===== src/common/tcct_defs.svh =====
// Register offsets, field positions, reset values and counts of the timer.
`ifndef TCCT_DEFS_SVH
`define TCCT_DEFS_SVH
// ==============================
// Register byte addresses.
`define TCCT_A_CTRL 6'h00
`define TCCT_A_COUNT 6'h04
`define TCCT_A_MOD 6'h08
`define TCCT_A_C0CTL 6'h0c
`define TCCT_A_C0VAL 6'h10
`define TCCT_A_C1CTL 6'h14
`define TCCT_A_C1VAL 6'h18
`define TCCT_A_IST 6'h1c
`define TCCT_A_IMSK 6'h20
// ==============================
// Control register fields.
`define TCCT_CTRL_STOP 5
`define TCCT_CTRL_CLR 4
`define TCCT_SEL_HI 2
// Channel control fields.
`define TCCT_CH_LINK 5
`define TCCT_CH_CMP 4
`define TCCT_CH_ELS_HI 3
`define TCCT_CH_ELS_LO 2
`define TCCT_CH_TOV 1
// Interrupt status bits; channel n uses bit n+1.
`define TCCT_IRQ_OVF 0
`define TCCT_IRQ_W 3
// ==============================
// Reset values, the external clock select code and counts.
`define TCCT_STOP_RST 1'b1
`define TCCT_MOD_RST 16'hffff
`define TCCT_SEL_EXT 3'h7
`define TCCT_NCH 2
`endif


===== src/common/tcct_pkg.sv =====
// Types shared by the timer modules.
package tcct_pkg;
   // Bus answer states.
   typedef enum logic [0:0] {
      TCCT_BUS_IDLE = 1'b0,
      TCCT_BUS_ACK = 1'b1
   } tcct_bus_state_type;
   // Edge select in capture mode, pin action in compare mode.
   typedef enum logic [1:0] {
      TCCT_ELS_OFF = 2'b00,
      TCCT_ELS_RISE_TOG = 2'b01,
      TCCT_ELS_FALL_CLR = 2'b10,
      TCCT_ELS_BOTH_SET = 2'b11
   } tcct_edge_type;
   // Per-channel configuration.
   typedef struct packed {
      logic link;
      logic cmp;
      tcct_edge_type els;
      logic tov;
   } tcct_chcfg_type;
endpackage


===== src/common/tcct_chan_if.sv =====
// Interface between the timer core and one channel.
`timescale 1ns/100ps
interface tcct_chan_if;
   import tcct_pkg::*;
   logic [15:0] count; // Live counter value.
   logic tick; // Counter advances this cycle.
   logic ovf; // Counter wraps this cycle.
   tcct_chcfg_type cfg; // Channel configuration.
   logic [15:0] cmp_val; // Compare value in force.
   logic drive_en; // Channel may own its pin.
   logic pin_sync; // Synchronised pin level.
   logic cap_ev; // Qualifying capture edge.
   logic cmp_ev; // Compare match.
   logic pin_out; // Registered pin level.
   logic pin_oe; // Registered pin enable.
   modport timer (output count, tick, ovf, cfg, cmp_val, drive_en, pin_sync,
      input cap_ev, cmp_ev, pin_out, pin_oe);
   modport chan (input count, tick, ovf, cfg, cmp_val, drive_en, pin_sync,
      output cap_ev, cmp_ev, pin_out, pin_oe);
endinterface


===== src/hw/tcct_channel.sv =====
// One capture/compare channel: edge detection and pin action.
`timescale 1ns/100ps
module tcct_channel (
   // Clock, reset and enable.
   input wire logic ref_clk,
   input wire logic rst,
   input wire logic ce,
   // Link to the timer core.
   tcct_chan_if.chan ch
);
   import tcct_pkg::*;
   logic pin_d_r; // Pin level one cycle back.
   logic pin_r; // Driven pin level.
   logic oe_r; // Pin drive enable.
   logic pin_d_nxt;
   logic pin_nxt;
   logic oe_nxt;
   logic rise;
   logic fall;
   // ==============================
   // Edge detection and compare action.
   always_comb begin
      rise = ch.pin_sync && !pin_d_r;
      fall = !ch.pin_sync && pin_d_r;
      pin_d_nxt = ch.pin_sync;
      // Capture fires on the selected edges only.
      ch.cap_ev = !ch.cfg.cmp && ((ch.cfg.els[0] && rise) || (ch.cfg.els[1] && fall)); // RL5
      ch.cmp_ev = ch.cfg.cmp && ch.drive_en && ch.tick && (ch.count == ch.cmp_val);
      pin_nxt = pin_r;
      if (ch.cmp_ev) begin
         // Compare wins over the overflow toggle.
         case (ch.cfg.els) // RL6
            TCCT_ELS_RISE_TOG: pin_nxt = !pin_r;
            TCCT_ELS_FALL_CLR: pin_nxt = 1'b0;
            TCCT_ELS_BOTH_SET: pin_nxt = 1'b1;
            default: pin_nxt = pin_r;
         endcase
      end else if (ch.cfg.cmp && ch.drive_en && ch.cfg.tov && ch.ovf) begin
         pin_nxt = !pin_r; // RL10
      end
      // Only a compare channel owns its pin.
      oe_nxt = ch.cfg.cmp && ch.drive_en; // RL4
   end
   // Registers of the channel.
   always_ff @(posedge ref_clk or posedge rst) begin
      if (rst) begin
         pin_d_r <= 1'b0;
         pin_r <= 1'b0;
         oe_r <= 1'b0;
      end else if (ce) begin
         pin_d_r <= pin_d_nxt;
         pin_r <= pin_nxt;
         oe_r <= oe_nxt;
      end
   end
   assign ch.pin_out = pin_r;
   assign ch.pin_oe = oe_r;
endmodule


===== src/hw/tcct_top.sv =====
// Two-channel capture/compare timer with Avalon-MM registers.
`timescale 1ns/100ps
`include "tcct_defs.svh"
// Function
// RL1: 16-bit up-counter, free-running or modulo.
// RL2: Wrap value comes from the modulo register.
// RL3: Counter reads never disturb counting.
// RL4: Each channel is capture or compare independently.
// RL5: Capture on rising, falling or both edges.
// RL6: Compare match sets, clears or toggles pin.
// RL7: Unbuffered and buffered PWM output forms.
// RL8: Seven prescaled bus clock divisions.
// RL9: External clock pin, at most 4 MHz.
// RL10: Channel pin may toggle on overflow.
// RL11: Software can stop and reset counter.
// RL12: Three-bit select picks counter clock source.
// RL13: Captured value is preceding count plus two.
// RL14: Every qualifying edge captures, flag or not.
// RL15: At modulo, flag overflow and restart zero.
module tcct_top (
   // Clock, reset and clock enable.
   input wire logic ref_clk,
   input wire logic rst,
   input wire logic ce,
   // Avalon-MM slave.
   input wire logic [5:0] avs_address,
   input wire logic avs_read,
   input wire logic avs_write,
   input wire logic [31:0] avs_writedata,
   output logic [31:0] avs_readdata,
   output logic avs_waitrequest,
   // External counter clock pin.
   input wire logic ext_clk_pin,
   // Channel pins.
   input wire logic [1:0] ch_pin_in,
   output logic [1:0] ch_pin_out,
   output logic [1:0] ch_pin_oe,
   // Interrupt.
   output logic irq
);
   import tcct_pkg::*;
   // ==============================
   // Declarations.
   logic ext_s1_r; // External clock, first sync stage.
   logic ext_s2_r; // External clock, second sync stage.
   logic ext_s3_r; // External clock, edge history.
   logic [1:0] pin_s1_r; // Channel pins, first sync stage.
   logic [1:0] pin_s2_r; // Channel pins, second sync stage.
   logic [6:0] div_r; // Prescaler divider.
   logic [6:0] div_nxt;
   logic [15:0] cnt_r; // Timer counter.
   logic [15:0] cnt_nxt;
   logic [15:0] mod_r; // Modulo value.
   logic [15:0] mod_nxt;
   logic stop_r; // Counter stopped.
   logic stop_nxt;
   logic [2:0] sel_r; // Clock source select.
   logic [2:0] sel_nxt;
   tcct_chcfg_type cfg_r [`TCCT_NCH]; // Channel configuration.
   tcct_chcfg_type cfg_nxt [`TCCT_NCH];
   logic [15:0] val_r [`TCCT_NCH]; // Channel value registers.
   logic [15:0] val_nxt [`TCCT_NCH];
   logic act_r; // Buffered mode: channel 1 value in force.
   logic act_nxt;
   logic pend_r; // Buffered mode: last value written.
   logic pend_nxt;
   logic [`TCCT_IRQ_W-1:0] ist_r; // Sticky event status.
   logic [`TCCT_IRQ_W-1:0] ist_nxt;
   logic [`TCCT_IRQ_W-1:0] imsk_r; // Interrupt mask.
   logic [`TCCT_IRQ_W-1:0] imsk_nxt;
   logic irq_r; // Registered interrupt.
   logic irq_nxt;
   tcct_bus_state_type bus_r; // Bus answer state.
   tcct_bus_state_type bus_nxt;
   logic wait_r; // Registered waitrequest.
   logic wait_nxt;
   logic [31:0] rdata_r; // Registered read data.
   logic [31:0] rdata_nxt;
   logic [6:0] pmask; // Divider mask for the selected rate.
   logic ext_rise; // Synchronised external clock edge.
   logic src_tick; // Selected clock source pulse.
   logic tick; // Counter advances.
   logic ovf; // Counter wraps.
   logic wr_go; // Write takes effect.
   logic clr_go; // Software counter reset.
   logic [`TCCT_NCH-1:0] cap_ev; // Capture events.
   logic [`TCCT_NCH-1:0] cmp_ev; // Compare events.
   // Per-channel register addresses.
   localparam logic [5:0] CTL_A [`TCCT_NCH] = '{`TCCT_A_C0CTL, `TCCT_A_C1CTL};
   localparam logic [5:0] VAL_A [`TCCT_NCH] = '{`TCCT_A_C0VAL, `TCCT_A_C1VAL};
   // A write lands at the edge where waitrequest is seen low.
   assign wr_go = (bus_r == TCCT_BUS_ACK) && avs_write;
   assign clr_go = wr_go && (avs_address == `TCCT_A_CTRL) && avs_writedata[`TCCT_CTRL_CLR]; // RL11
   // ==============================
   // Clock source and counter.
   always_comb begin
      ext_rise = ext_s2_r && !ext_s3_r;
      div_nxt = div_r + 7'h1;
      // Rates are the bus clock divided by 1, 2, 4 up to 64.
      pmask = 7'((8'h01 << sel_r) - 8'h01); // RL8
      // The top select code picks the external pin.
      src_tick = (sel_r == `TCCT_SEL_EXT) ? ext_rise : ((div_r & pmask) == pmask); // RL12 RL9
      tick = src_tick && !stop_r && !clr_go; // RL11
      ovf = tick && (cnt_r == mod_r); // RL2
      cnt_nxt = cnt_r;
      if (clr_go) begin
         // Counter reset also restarts the prescaler.
         div_nxt = 7'h0;
         cnt_nxt = 16'h0; // RL11
      end else if (ovf) begin
         cnt_nxt = 16'h0; // RL15
      end else if (tick) begin
         cnt_nxt = cnt_r + 16'h1; // RL1
      end
   end
   // Synchronisers, divider and counter.
   always_ff @(posedge ref_clk or posedge rst) begin
      if (rst) begin
         ext_s1_r <= 1'b0;
         ext_s2_r <= 1'b0;
         ext_s3_r <= 1'b0;
         pin_s1_r <= 2'h0;
         pin_s2_r <= 2'h0;
         div_r <= 7'h0;
         cnt_r <= 16'h0;
      end else if (ce) begin
         ext_s1_r <= ext_clk_pin;
         ext_s2_r <= ext_s1_r;
         ext_s3_r <= ext_s2_r;
         pin_s1_r <= ch_pin_in;
         pin_s2_r <= pin_s1_r;
         div_r <= div_nxt;
         cnt_r <= cnt_nxt;
      end
   end
   // ==============================
   // Software registers and events.
   always_comb begin
      stop_nxt = stop_r;
      sel_nxt = sel_r;
      mod_nxt = mod_r;
      imsk_nxt = imsk_r;
      act_nxt = act_r;
      pend_nxt = pend_r;
      for (int i = 0; i < `TCCT_NCH; i++) begin
         cfg_nxt[i] = cfg_r[i];
         val_nxt[i] = val_r[i];
         if (wr_go && avs_address == CTL_A[i]) begin
            // Only channel 0 holds the buffered link bit.
            cfg_nxt[i].link = (i == 0) ? avs_writedata[`TCCT_CH_LINK] : 1'b0;
            cfg_nxt[i].cmp = avs_writedata[`TCCT_CH_CMP]; // RL4
            cfg_nxt[i].els = tcct_edge_type'(avs_writedata[`TCCT_CH_ELS_HI:`TCCT_CH_ELS_LO]);
            cfg_nxt[i].tov = avs_writedata[`TCCT_CH_TOV];
         end
         // A capture loads the live count on every edge and beats a write.
         if (cap_ev[i]) begin
            val_nxt[i] = cnt_r; // RL14 RL13
         end else if (wr_go && avs_address == VAL_A[i]) begin
            val_nxt[i] = avs_writedata[15:0];
         end
      end
      if (wr_go) begin
         case (avs_address)
            `TCCT_A_CTRL: begin
               stop_nxt = avs_writedata[`TCCT_CTRL_STOP]; // RL11
               sel_nxt = avs_writedata[`TCCT_SEL_HI:0]; // RL12
            end
            `TCCT_A_MOD: mod_nxt = avs_writedata[15:0]; // RL2
            `TCCT_A_IMSK: imsk_nxt = avs_writedata[`TCCT_IRQ_W-1:0];
            default: ;
         endcase
      end
      // Buffered mode: the last written value takes over at overflow.
      if (!cfg_r[0].link) begin
         act_nxt = 1'b0;
         pend_nxt = 1'b0;
      end else begin
         if (wr_go && avs_address == `TCCT_A_C0VAL) begin
            pend_nxt = 1'b0;
         end else if (wr_go && avs_address == `TCCT_A_C1VAL) begin
            pend_nxt = 1'b1;
         end
         if (ovf) begin
            act_nxt = pend_r; // RL7
         end
      end
      // Writing one clears a status bit; a new event wins.
      ist_nxt = ist_r;
      if (wr_go && avs_address == `TCCT_A_IST) begin
         ist_nxt = ist_r & ~avs_writedata[`TCCT_IRQ_W-1:0];
      end
      ist_nxt = ist_nxt | {cap_ev | cmp_ev, ovf}; // RL15
      irq_nxt = |(ist_nxt & imsk_nxt);
   end
   // Software register file.
   always_ff @(posedge ref_clk or posedge rst) begin
      if (rst) begin
         stop_r <= `TCCT_STOP_RST;
         sel_r <= 3'h0;
         mod_r <= `TCCT_MOD_RST;
         for (int i = 0; i < `TCCT_NCH; i++) begin
            cfg_r[i] <= '0;
            val_r[i] <= 16'h0;
         end
         act_r <= 1'b0;
         pend_r <= 1'b0;
         ist_r <= '0;
         imsk_r <= '0;
         irq_r <= 1'b0;
      end else if (ce) begin
         stop_r <= stop_nxt;
         sel_r <= sel_nxt;
         mod_r <= mod_nxt;
         cfg_r <= cfg_nxt;
         val_r <= val_nxt;
         act_r <= act_nxt;
         pend_r <= pend_nxt;
         ist_r <= ist_nxt;
         imsk_r <= imsk_nxt;
         irq_r <= irq_nxt;
      end
   end
   assign irq = irq_r;
   // ==============================
   // Avalon-MM answer: one wait state for every access.
   always_comb begin
      bus_nxt = bus_r;
      wait_nxt = wait_r;
      rdata_nxt = rdata_r;
      case (bus_r)
         TCCT_BUS_IDLE: begin
            if (avs_read || avs_write) begin
               bus_nxt = TCCT_BUS_ACK;
               wait_nxt = 1'b0;
               // Reads only sample state; counting runs on.
               rdata_nxt = 32'h0; // RL3
               if (avs_read) begin
                  case (avs_address)
                     `TCCT_A_CTRL: begin
                        rdata_nxt[`TCCT_CTRL_STOP] = stop_r;
                        rdata_nxt[`TCCT_SEL_HI:0] = sel_r;
                     end
                     `TCCT_A_COUNT: rdata_nxt[15:0] = cnt_r;
                     `TCCT_A_MOD: rdata_nxt[15:0] = mod_r;
                     `TCCT_A_C0CTL: rdata_nxt[5:1] = cfg_r[0];
                     `TCCT_A_C0VAL: rdata_nxt[15:0] = val_r[0];
                     `TCCT_A_C1CTL: rdata_nxt[5:1] = cfg_r[1];
                     `TCCT_A_C1VAL: rdata_nxt[15:0] = val_r[1];
                     `TCCT_A_IST: rdata_nxt[`TCCT_IRQ_W-1:0] = ist_r;
                     `TCCT_A_IMSK: rdata_nxt[`TCCT_IRQ_W-1:0] = imsk_r;
                     default: rdata_nxt = 32'h0;
                  endcase
               end
            end
         end
         TCCT_BUS_ACK: begin
            bus_nxt = TCCT_BUS_IDLE;
            wait_nxt = 1'b1;
         end
         default: begin
            bus_nxt = TCCT_BUS_IDLE;
            wait_nxt = 1'b1;
         end
      endcase
   end
   // Bus answer registers.
   always_ff @(posedge ref_clk or posedge rst) begin
      if (rst) begin
         bus_r <= TCCT_BUS_IDLE;
         wait_r <= 1'b1;
         rdata_r <= 32'h0;
      end else if (ce) begin
         bus_r <= bus_nxt;
         wait_r <= wait_nxt;
         rdata_r <= rdata_nxt;
      end
   end
   assign avs_waitrequest = wait_r;
   assign avs_readdata = rdata_r;
   // ==============================
   // Channels, each set up on its own.
   tcct_chan_if chif [`TCCT_NCH] ();
   for (genvar i = 0; i < `TCCT_NCH; i++) begin : g_ch
      assign chif[i].count = cnt_r;
      assign chif[i].tick = tick;
      assign chif[i].ovf = ovf;
      assign chif[i].cfg = cfg_r[i]; // RL4
      // Linked channel 0 compares against the value in force.
      assign chif[i].cmp_val = (i == 0 && cfg_r[0].link && act_r) ? val_r[1] : val_r[i]; // RL7
      // Channel 1 gives up its pin while linked.
      assign chif[i].drive_en = (i == 0) || !cfg_r[0].link;
      assign chif[i].pin_sync = pin_s2_r[i];
      assign cap_ev[i] = chif[i].cap_ev;
      assign cmp_ev[i] = chif[i].cmp_ev;
      assign ch_pin_out[i] = chif[i].pin_out;
      assign ch_pin_oe[i] = chif[i].pin_oe;
      tcct_channel u_ch (
         .ref_clk(ref_clk),
         .rst(rst),
         .ce(ce),
         .ch(chif[i].chan)
      );
   end
endmodule


===== config.mk =====
export PLATFORM = sky130hd
export DESIGN_NAME = tcct_top
export DESIGN_NICKNAME = d
export VERILOG_FILES = /design/src/common/tcct_pkg.sv /design/src/common/tcct_chan_if.sv /design/src/hw/tcct_channel.sv /design/src/hw/tcct_top.sv
export VERILOG_INCLUDE_DIRS = /design/src /design/src/common
export SDC_FILE = /design/constraint.sdc
export NUM_CORES = 1
export LEC_CHECK = 0
export BUFFER_PORTS_ARGS = -buffer_cell sky130_fd_sc_hd__buf_4
export CORE_UTILIZATION = 45
export DETAILED_ROUTE_END_ITERATION = 10
export PLACE_DENSITY_LB_ADDON = 0.3
export SETUP_SLACK_MARGIN = 0.1
export SYNTH_ARGS = -nofsm -noshare
export SYNTH_HDL_FRONTEND = slang
export SYNTH_SLANG_ARGS = --single-unit
export TNS_END_PERCENT = 10

===== constraint.sdc =====
create_clock -name ref_clk -period 11.2 [get_ports ref_clk]
set_input_delay 2.8 -clock ref_clk [delete_from_list [all_inputs] [get_ports ref_clk]]
set_output_delay 2.8 -clock ref_clk [all_outputs]
set_load 0.05 [all_outputs]

Word level (Yosys, flattened, before mapping)
Cells that the tools add are included.
{"block": "classes", "addsub": 3, "n_eq_ne": 24, "shift": 1, "mux": 34, "n_bitwise": 7, "reduce_logical": 67}
{"operator": "2-to-1 mux 16 bit", "count": 9}
{"operator": "equality test 16 bit", "count": 3}
{"operator": "case mux 10 bit (4 select lines)", "count": 1}
{"operator": "logical AND 1 bit", "count": 32}
{"operator": "equality test 6 x 5 -> 1 bit (second input constant)", "count": 4}
{"operator": "case mux 2 bit (9 select lines)", "count": 1}
{"operator": "adder 16 x 1 -> 16 bit (second input constant)", "count": 1}
{"operator": "AND reduction 2 bit", "count": 8}
{"operator": "AND reduction 3 bit", "count": 5}
{"operator": "equality test 6 x 4 -> 1 bit (second input constant)", "count": 2}
{"operator": "logical NOT 1 bit", "count": 12}
{"operator": "2-to-1 mux 1 bit", "count": 12}
{"operator": "case mux 2 bit (6 select lines)", "count": 1}
{"operator": "2-to-1 mux 3 bit", "count": 3}
{"operator": "equality test 2 bit (second input constant)", "count": 4}
{"operator": "!= test 4 x 1 -> 1 bit (second input constant)", "count": 2}
{"operator": "nonzero test 2 bit", "count": 4}
{"operator": "adder 7 x 1 -> 7 bit (second input constant)", "count": 1}
{"operator": "AND 7 bit", "count": 1}
{"operator": "equality test 7 bit", "count": 1}
{"operator": "2-to-1 mux 7 bit", "count": 1}
{"operator": "case mux 1 bit (7 select lines)", "count": 1}
{"operator": "<< shifter 1 x 3 -> 7 bit (first input constant)", "count": 1}
{"operator": "subtractor 7 x 1 -> 7 bit (second input constant)", "count": 1}
{"operator": "19 further kinds", "count": 25}
{"block": "totals", "reg_bits": 140, "input_bits": 46, "out_inout_bits": 38}

Logic depth before layout (Yosys ltp)
Gate-level depths: netlist of run 1.
{"block": "logic_depth", "ltp_word": 13, "ltp_mapped": 10, "ltp_nobuf": 7}

Hierarchy
From an unflattened synthesis of run 1, not the netlist that was laid out.
{"block": "unflattened", "hier_cells": 752, "hier_area_um2": 7414.6}
{"mod": "tcct_top", "n_inst": 1, "cells_each": 646, "area_each_um2": 6566.3, "seq_area_each_um2": 2950.3}
{"mod": "tcct_channel", "n_inst": 2, "cells_each": 53, "area_each_um2": 424.2, "seq_area_each_um2": 75.1}

Worst setup path after synthesis of run 1
No wires, ideal clock.
{"block": "synth_path", "kind": "input -> register", "start": "input port avs_address[2]", "end": "register irq_r (netlist: irq)", "arrival_ps": 4398, "slack_ps": 6662, "path_stages": 8, "path_buffers": 1, "path_cell_list": "buf_2 or4b_2 nor3_1 nand2_1 a21oi_1 a21oi_1 nor2_1 a31oi_1"}
{"block": "synth_via", "elab_chain_cells": 11}
{"item": "start, declared", "line_no": "tcct_top.sv:26", "rtl": "input wire logic [5:0] avs_address,"}
{"item": "logical NOT 6 bit"}
{"item": "logical AND 1 bit (2 in a row)", "line_no": "tcct_top.sv:93", "rtl": "assign clr_go = wr_go && (avs_address == `TCCT_A_CTRL) && avs_writedata[`TCCT_CTRL_CLR];"}
{"item": "logical NOT 1 bit", "line_no": "tcct_top.sv:103", "rtl": "tick = src_tick && !stop_r && !clr_go;"}
{"item": "logical AND 1 bit", "line_no": "tcct_top.sv:103"}
{"item": "logical AND 1 bit (2 in a row)", "line_no": "tcct_channel.sv:28", "rtl": "ch.cmp_ev = ch.cfg.cmp && ch.drive_en && ch.tick && (ch.count == ch.cmp_val);"}
{"item": "bitwise OR 2 bit", "line_no": "tcct_top.sv:192", "rtl": "ist_nxt = ist_nxt | {cap_ev | cmp_ev, ovf};"}
{"item": "bitwise OR 3 bit", "line_no": "tcct_top.sv:192"}
{"item": "AND 3 bit (*)", "line_no": "tcct_top.sv:193", "rtl": "irq_nxt = |(ist_nxt & imsk_nxt);"}
{"item": "OR reduction 3 bit (*)", "line_no": "tcct_top.sv:193"}
{"item": "end signal, assigned", "line_no": "tcct_top.sv:220", "rtl": "irq_r <= irq_nxt;"}
{"item": "end, declared", "line_no": "tcct_top.sv:71", "rtl": "logic irq_r;"}
Mark *: on every way between the ends. The rest lies on a longest branch, timed or not.
A chain may end at the register's enable or synchronous reset.

Worst setup path after layout of run 1
{"block": "layout_path", "start": "input port avs_address[1]", "end": "register val_r[30] in the netlist's numbering"}
{"block": "layout_via", "elab_chain_cells": 4}
{"item": "equality test 6 x 5 -> 1 bit", "line_no": "tcct_top.sv:158", "rtl": "end else if (wr_go && avs_address == VAL_A[i]) begin"}
{"item": "logical AND 1 bit", "line_no": "tcct_top.sv:158"}
{"item": "nonzero test 2 bit (no line)"}
{"item": "AND reduction 2 bit (no line)"}
{"item": "end signal, assigned", "line_no": "tcct_top.sv:215", "rtl": "val_r <= val_nxt;"}
{"item": "end, declared", "line_no": "tcct_top.sv:61", "rtl": "logic [15:0] val_r [`TCCT_NCH];"}
No other way between the ends.

==> results.toml, run 1 <==
[timing]
setup_tns_ns = 0
rsz0062_at_grt = "false"
setup_viol = 0
fmaxAchievable_mhz = 193.4
post-route-min-period_ns = 5.171
finalCritPeriodShare_pct = 46.17
worst_clock_skew_ns = 0.006754
slew_headroom_pct = 16.84
hold_slack_ns = 0.4815
final-max-slew-violation-count = 0
tightestPinTransition_ns = 1.247
hold_viol = 0

[global_route]
grt-ovfl-total = 0
grt_max_degree = 64
grt_pass1_vias = 5631
grt_pass1_wl_um = 31460
grtUsageTotal_pct = 25.25
antenna_found_initial = 0

[worst_hold_path]
min_from = "avs_readdata[4]$_DFFE_PP0P_"
min_delay_path_depth = 2
min_to = "avs_readdata[4]$_DFFE_PP0P_"
hp-class = "reg2reg"

[clocking]
cts_root_buf = "clkbuf_16"
cts_buffers = 17
clock_latency_ns = 0.43
cts.clk_slew.worst_paths_ns = 0.06
hold_buffers = 0
cts_tree = "yes"
clk_path_buf_depth = 2
h-tree-depth = 4
cts_sinks = 123
post_cts_resized = 0
post-cts-setup-buffer-count = 0

[detailed_routing]
drt-pass1-iter-count = 5
wl_um = 19920
wl_per_cell_um = 20.26
drtAntennaViolNets = 0
drcViolationCount = 0
drtIter0Drc = 603
vias_per_cell = 6.015
vias = 5913

[synth]
synth_area_per_cell_um2 = 9.801
dominantRegCellSynth = "dfrtp_1"
synthArstFlopShare_pct = 100.0
synthesis.area_um2 = 7233
synth-edff-count = 0
yosys_register_bits = 123
netlist_instances = 738
yosysWarnings = 0
yosysSeqAreaShare_pct = 42.86
yosysUniqueCellTypes = 73

[placed_design]
gp_congestion = 0.8895
dp.final_hpwl_um = 13730
numPortBuffers = 51

[critical_path]
r2r_cells = 6
regToRegSetupSlack_ns = 8.17
slowest_delay_ns = 0.80
cp-start-kind = "input port"
arrival_ns = 5.44
crit_slowest_cell = "and3_1"
r2r-start = "chif[0].count[8]$_DFFE_PP0P_"
crit_start = "avs_address[1]"
cp_max_fo = 32
cp-end-kind = "register"
crit_chain = "buf_4, nor3_2, and3_1, nand3_1, o21ai_0, nand2_1, nand2_1, o21ai_0"
path_delay_family = "simple AND/OR/NAND/NOR gates"
rr_endpoint = "chif[0].count[7]$_DFFE_PP0P_"
critPathBufInv = 1
cp.required_ns = 11.47
critical_path_class = "in2reg"

[run]
drv_cap = 0

[floorplanning]
chipWidth_um = 128.8
die_h_um = 128.8
row_count = 45
initial_core_util_pct = 46.89
die-area_um2 = 16580
core_um2 = 15430
pin_count = 84

[final_layout]
final_nets = 809
drive_gt1_share_pct = 22.02
area_delta_synth_final_pct = 13.86
n_antenna_cell = 0

[power]
pwr_density_cell_nw_per_um2 = 172.0
peakVddDrop_mv = 0.1100
p_leak_nw = 3.613

[status]
status = "complete, no violations"
[logic make-up (layout without fill, tap and decap cells)]
group / count (synthesis) / count (layout) / synth area share (%)
and+or+nand+nor: 234 / 234 / 16.21
buffers and inverters: 81 / 100 / 5.656
adders and majority gates: 4 / 4 / 0.6919
muxes: 89 / 89 / 13.46
xor gates and xnor gates: 50 / 50 / 6.054
AOI/OAI and AO/OA: 156 / 156 / 15.02
other: 1 / 16 / 0.05184
DFF: 123 / 123 / 42.86
[state kept, by name, summed over array words and instances (netlist names), 2 cells and up]
register	count
ist_r	3
sel_r	3
avs_readdata	16
div_r	6
chif.count	16
val_r	16
g_ch.u_ch.ch.pin_out	2
pin_s2_r	2
g_ch.u_ch.ch.pin_oe	2
mod_r	16
pin_s1_r	2
chif.cmp_val	16
imsk_r	3
g_ch.u_ch.pin_d_r	2
cfg_r	9
[metrics by stage]
step                setup WS [ns]  area [µm²]  power (mW)  utilization, %  cells
floorplan                   5.159        7289      0.7703               -    753
global placement            5.675        7631      0.8362           49.46    951
detailed placement          5.652        7631      0.8516           49.46    951
CTS                         6.059        8235       1.417           53.38    983
global route                5.877        8235       1.476           53.38    983
finish                      6.029        8235       1.417           53.38    983
[cells in the final DEF (no fill, tap or decap), types with 5 or more instances in the layout]
| master | instances |
|---|---|
| and3_1 | 10 |
| xnor2_1 | 15 |
| mux2i_1 | 41 |
| nor2_1 | 35 |
| buf_4 | 56 |
| or3_1 | 7 |
| nor4_1 | 5 |
| a22o_1 | 13 |
| nand2_1 | 90 |
| conb_1 | 16 |
| nor3_1 | 10 |
| dfstp_2 | 18 |
| dfrtp_1 | 105 |
| inv_1 | 11 |
| a21oi_1 | 13 |
| nand4_1 | 16 |
| xor2_1 | 35 |
| nand2b_1 | 7 |
| o31ai_1 | 5 |
| nand3_1 | 21 |
| nor2b_1 | 7 |
| clkbuf_16 | 17 |
| o21ai_0 | 58 |
| mux2_2 | 46 |
| a22oi_1 | 19 |
[Yosys cell counts (18+ instances only)]
cell      instances  area, µm²
dfrtp_1         105       2628
nand2_1          90      337.8
o21ai_0          58      290.3
mux2_2           46      518.0
mux2i_1          41      410.4
nor2_1           36      135.1
xor2_1           35      306.5
clkbuf_1         27      101.4
nand3_1          21      105.1
buf_4            20      150.1
a22oi_1          19      142.6
buf_2            18      90.09
dfstp_2          18      473.0
[worst min-delay path: cells and delay by family, from the launching register on]
kind               cells  cell delay (ns)
and+or+nand+nor        1             0.05
DFF                    1             0.34
AOI/OAI and AO/OA      1             0.06
[metal layers]
layer	track usage (%)	wire length, µm
met4	9.066	369
met2	40.45	9595
met5	0	0
met3	5.198	1405
met1	33.90	8546
[layout make-up]
| class | instances | area [µm²] |
|---|---|---|
| sequential | 123 | 3100 |
| multi-input combinational | 549 | 3799 |
| tap | 211 | 264.0 |
| timing repair buffer | 56 | 420.4 |
| inverter | 12 | 47.55 |
| clock buffer | 21 | 460.4 |
| clock inverter | 11 | 143.9 |
| fill | 1386 | 7192 |
[worst max-delay path by stage]
| stage | endpoint | slack [ns] | cells after the start |
|---|---|---|---|
| after floorplan | act_r$_DFFE_PP0P_ | 5.16 | 1 |
| after global placement | val_r[28]$_DFFE_PP0P_ | 5.68 | 8 |
| after detailed placement | val_r[26]$_DFFE_PP0P_ | 5.65 | 8 |
| after CTS | val_r[27]$_DFFE_PP0P_ | 6.06 | 8 |
| after global routing | val_r[30]$_DFFE_PP0P_ | 5.88 | 8 |
| final | val_r[30]$_DFFE_PP0P_ | 6.03 | 8 |
[power breakdown]
group / internal (mW) / switching (mW)
sequential: 0.499 / 0.0827
clock: 0.360 / 0.203
combinational: 0.105 / 0.167
(Power assumes the default switching activity.)
==> run 2: changes to the inputs <==
==> constraint.sdc (replaced) <==
create_clock -name ref_clk -period 4.8 [get_ports ref_clk]
set_input_delay 1.2 -clock ref_clk [delete_from_list [all_inputs] [get_ports ref_clk]]
set_output_delay 1.2 -clock ref_clk [all_outputs]
set_load 0.05 [all_outputs]
==> run 2 against run 1 <==
  * Non-clock buffer count rose by 4
  * Flip-flop and latch count did not move
  * Cell count rose by 0.41%
  * Worst setup slack got worse by 4.3 ns
  * Critical path depth fell by 2
  * Core utilization rose by 0.26 points
  * Hold slack got worse by 0.0047 ns
  * Final area rose by 0.49%
==> results.toml, run 2 (same netlist as run 1, synthesis figures left out) <==
[floorplanning]
initial_core_util_pct = 46.89
pin_count = 84
row_count = 45
core_um2 = 15430
die-area_um2 = 16580
die_h_um = 128.8
chipWidth_um = 128.8

[final_layout]
layout_common_cells = "dfrtp_1 (105), nand2_1 (90), buf_4 (60)"
drive_gt1_share_pct = 22.42
nFillCells = 1395
final_nets = 813
n_antenna_cell = 0
area.sequential_um2 = 3100
area_delta_synth_final_pct = 14.41
fin_util_pct = 53.64
multiInputGateArea_um2 = 3799
mostFrequentLayoutCell = "dfrtp_1"

[timing]
finalCritPeriodShare_pct = 63.93
fmaxAchievable_mhz = 325.9
hold_slack_ns = 0.4767
setup_tns_ns = 0
hold_viol = 0
worst_clock_skew_ns = 0.006255
tightestPinTransition_ns = 1.152
rsz0062_at_grt = "false"
setup_viol = 0
final-max-slew-violation-count = 0
setup_slack_ns = 1.731
slew_headroom_pct = 23.22
post-route-min-period_ns = 3.069

[clocking]
cts_sinks = 123
h-tree-depth = 4
cts.clk_slew.worst_paths_ns = 0.06
clock_latency_ns = 0.43
hold_buffers = 0
post-cts-setup-buffer-count = 0
cts_tree = "yes"
post_cts_resized = 0
clk_path_buf_depth = 2
cts_root_buf = "clkbuf_16"
cts_buffers = 17

[global_route]
grt_pass1_wl_um = 31600
grt-ovfl-total = 0
grt_max_degree = 62
grt_pass1_vias = 5924
grtUsageTotal_pct = 25.30
antenna_found_initial = 0

[detailed_routing]
drt-pass1-iter-count = 5
wl_per_cell_um = 20.25
vias_per_cell = 6.056
vias = 5977
drtAntennaViolNets = 0
drtIter0Drc = 606
wl_um = 19990
drcViolationCount = 0

[critical_path]
arrival_ns = 3.35
r2r_cells = 6
cp-start-kind = "register"
rr_endpoint = "chif[0].count[14]$_DFFE_PP0P_"
crit_slowest_cell = "or3_1"
regToRegSetupSlack_ns = 1.73
cp.depth = 6
crit_chain = "xor2_1, nor4_1, nand4_1, or3_1, a21oi_2, a21oi_1"
cp.required_ns = 5.09
path_delay_family = "simple AND/OR/NAND/NOR gates"
cp-end-kind = "register"
crit_start = "chif[0].count[8]$_DFFE_PP0P_"
r2r-start = "chif[0].count[8]$_DFFE_PP0P_"
critical_path_class = "reg2reg"
slowest_delay_ns = 0.60
critPathBufInv = 0
crit_path_end = "chif[0].count[14]$_DFFE_PP0P_"
cp_max_fo = 11

[placed_design]
gp_congestion = 0.8928
numPortBuffers = 51
dp.final_hpwl_um = 13820
place_ws_ns = 1.393

[power]
pwr_density_cell_nw_per_um2 = 401.6
p_total_mw = 3.324
swShare_pct = 31.80
sequentialPowerShare_pct = 40.9
peakVddDrop_mv = 0.3188
p_comb_share_pct = 19.0
clkPwrFrac_pct = 40.1
p_leak_nw = 3.629
p_sw_mw = 1.057
p_int_mw = 2.267

[status]
status = "complete, no violations"

[worst_hold_path]
min_delay_path_depth = 2
hp-class = "reg2reg"

[run]
drv_cap = 0
-- run 2: cell count changes in the layout (fill, tap and decap cells not counted), sizes merged --
cell and delta:
buf +4, clkbuf +1, clkinv -3, clkinvlp +2
-- run 2: cell type report --
class	instances	area share [%]
clock buffer	22	5.730
clock inverter	10	1.693
timing repair buffer	60	5.443
inverter	12	0.5745
multi-input combinational	549	45.90
tap	211	3.190
sequential	123	37.47
-- run 2: worst min-delay path by stage --
stage,start,to
floorplan,act_r$_DFFE_PP0P_,act_r$_DFFE_PP0P_
detailed placement,avs_readdata[0]$_DFFE_PP0P_,avs_readdata[0]$_DFFE_PP0P_
global route,avs_readdata[3]$_DFFE_PP0P_,avs_readdata[3]$_DFFE_PP0P_
CTS,avs_readdata[0]$_DFFE_PP0P_,avs_readdata[0]$_DFFE_PP0P_
finish,avs_readdata[3]$_DFFE_PP0P_,avs_readdata[3]$_DFFE_PP0P_
global placement,avs_readdata[0]$_DFFE_PP0P_,avs_readdata[0]$_DFFE_PP0P_
-- run 2: tightest hold or removal path, stage by stage (launching register included) --
cell     delay, ns
dfrtp_1       0.34
nand2_1       0.04
o21ai_0       0.06
-- run 2: stage by stage --
stage          cells  cell area [µm²]
3_5_place_dp     955             7661
4_1_cts          987             8275
2_1_floorplan    753             7289
6_report         987             8275
3_3_place_gp     955             7661
5_1_grt          987             8275
-- run 2: power by group through the flow --
stage / Sequential, mW / Combinational, mW / Clock (mW)
finish: 1.36 / 0.630 / 1.33
global route: 1.38 / 0.686 / 1.39
CTS: 1.35 / 0.625 / 1.35
detailed placement: 1.37 / 0.621 / 0
global placement: 1.36 / 0.598 / 0
floorplan: 1.28 / 0.515 / 0
-- run 2: layer usage --
layer	wire, µm	up-vias	global-route usage, %	part of all wire [%]
li1	-	2685	-	-
met2	9476	248	40.38	47
met4	635	0	12.18	3.2
met3	1359	50	5.364	6.8
met5	0	-	0	0
met1	8513	2994	32.82	43
==> run 3: changes to the inputs <==
==> constraint.sdc (replaced) <==
create_clock -name ref_clk -period 2.94 [get_ports ref_clk]
set_input_delay 0.735 -clock ref_clk [delete_from_list [all_inputs] [get_ports ref_clk]]
set_output_delay 0.735 -clock ref_clk [all_outputs]
set_load 0.05 [all_outputs]
==> run 3 against run 2 <==
  * Sequential power increased by 61%
  * Final area increased by 1.9%
  * Register-to-register slack got worse by 1.5 ns
  * Global-route usage increased by 0.88 points
  * Largest cell class unchanged
  * Non-clock buffer count increased by 22
  * Cell count increased by 2.2%
  * Core utilization increased by 1.0 points
  * Worst setup slack got worse by 1.5 ns
  * Via count increased by 1.0%
  * Routed wire length increased by 2.3%
==> results.toml, run 3 (same netlist as run 1, synthesis figures left out) <==
[status]
status = "complete, no violations"

[floorplanning]
core_um2 = 15430
die-area_um2 = 16580
pin_count = 84
initial_core_util_pct = 46.89
row_count = 45
die_h_um = 128.8
chipWidth_um = 128.8

[final_layout]
nFillCells = 1373
final_nets = 835
layout_common_cells = "dfrtp_1 (105), nand2_1 (90), buf_4 (80)"
drive_gt1_share_pct = 24.19
fin_util_pct = 54.66
area.sequential_um2 = 3100
mostFrequentLayoutCell = "dfrtp_1"
multiInputGateArea_um2 = 3799
n_antenna_cell = 0
area_delta_synth_final_pct = 16.59

[power]
p_leak_nw = 3.749
peakVddDrop_mv = 0.4854
pwr_density_cell_nw_per_um2 = 639.9

[timing]
setup_viol = 0
worst_clock_skew_ns = 0.006128
setup_slack_ns = 0.2210
fmaxAchievable_mhz = 367.8
hold_viol = 0
rsz0062_at_grt = "false"
tightestPinTransition_ns = 0.6289
post-route-min-period_ns = 2.719
final-max-slew-violation-count = 0
slew_headroom_pct = 57.99
setup_tns_ns = 0
finalCritPeriodShare_pct = 92.48

[clocking]
cts_root_buf = "clkbuf_16"
h-tree-depth = 4
post_cts_resized = 0
post-cts-setup-buffer-count = 0
cts_sinks = 123
cts_tree = "yes"
cts.clk_slew.worst_paths_ns = 0.05
cts_buffers = 17
clk_path_buf_depth = 2
hold_buffers = 0
clock_latency_ns = 0.42

[detailed_routing]
drtIter0Drc = 593
drcViolationCount = 0
wl_per_cell_um = 20.27
vias_per_cell = 5.983
vias = 6037
wl_um = 20450
drt-pass1-iter-count = 5
drtAntennaViolNets = 0

[critical_path]
crit_chain = "xor2_1, nor4_1, nand4_1, or3_1, o32ai_1, a21oi_1"
cp-end-kind = "register"
critical_path_class = "reg2reg"
cp_max_fo = 9
arrival_ns = 3.02
slowest_delay_ns = 0.56
critPathBufInv = 0
crit_slowest_cell = "or3_1"
cp-start-kind = "register"
path_delay_family = "simple AND/OR/NAND/NOR gates"
cp.required_ns = 3.24

[global_route]
antenna_found_initial = 0
grt-ovfl-total = 0
grtUsageTotal_pct = 26.19
grt_pass1_wl_um = 32530
grt_max_degree = 60
grt_pass1_vias = 5927

[placed_design]
numPortBuffers = 51
place_ws_ns = 0.1807
dp.final_hpwl_um = 14500
gp_congestion = 0.9017

[run]
drv_cap = 0

[worst_hold_path]
hp-class = "in2async"
## run 3: changes by cell type in the layout (fill, tap and decap cells not counted)
cell / before / now
buf_12: 0 / 2
clkinvlp_4: 6 / 2
buf_4: 60 / 80
inv_4: 1 / 0
clkbuf_8: 3 / 1
clkbuf_1: 2 / 5
clkinv_2: 1 / 5
## run 3: final cells by class
class	instances	area share, %
Inverter	12	0.5786
Timing Repair Buffer	82	7.596
Tap cell	211	3.131
Multi-Input combinational cell	549	45.04
Sequential cell	123	36.77
Clock inverter	9	1.454
Clock buffer	23	5.430
## run 3: final timing paths
kind                                                     from  depth (start not counted)  slack (ns)                                  end
max in group asynchronous                                 rst                          3        1.77                mod_r[12]$_DFFE_PP1P_
worst max-delay path            chif[0].count[10]$_DFFE_PP0P_                          6        0.22  g_ch[1].u_ch.ch.pin_out$_DFFE_PP0P_
min in group ref_clk              avs_readdata[4]$_DFFE_PP0P_                          2        0.48          avs_readdata[4]$_DFFE_PP0P_
worst min register to register    avs_readdata[4]$_DFFE_PP0P_                          2        0.48          avs_readdata[4]$_DFFE_PP0P_
worst min-delay path                                      rst                          2        0.39         chif[0].count[2]$_DFFE_PP0P_
worst max register to register  chif[0].count[10]$_DFFE_PP0P_                          6        0.22  g_ch[1].u_ch.ch.pin_out$_DFFE_PP0P_
## run 3: per-stage QoR
step,std cells,cell area [µm²],power (mW),hold slack [ns]
6_report,1009,8433,5.397,0.3915
5_1_grt,1009,8433,5.631,0.4444
4_1_cts,1009,8433,5.402,0.4226
3_5_place_dp,977,7853,3.306,0.4668
3_3_place_gp,977,7853,3.254,0.4687
2_1_floorplan,753,7293,2.935,0.4693
## run 3: power breakdown
group          switching, mW  internal (mW)  total, mW
Combinational          0.668          0.455       1.12
Clock                  0.742           1.34       2.09
Sequential             0.282           1.90       2.19
## run 3: worst reg2reg max path, cell delays in order, from the launching register on
cell     delay, ns
dfrtp_1       0.53
xor2_1        0.23
nor4_1        0.48
nand4_1       0.32
or3_1         0.57
o32ai_1       0.37
a21oi_1       0.11
## run 3: per-layer routing
metal / global-route usage, % / vias up / share of wire, %
li1: - / 2734 / -
met1: 34.84 / 2984 / 43
met2: 41.24 / 275 / 47
met3: 5.364 / 44 / 6.6
met4: 11.83 / 0 / 2.8
met5: 0 / - / 0
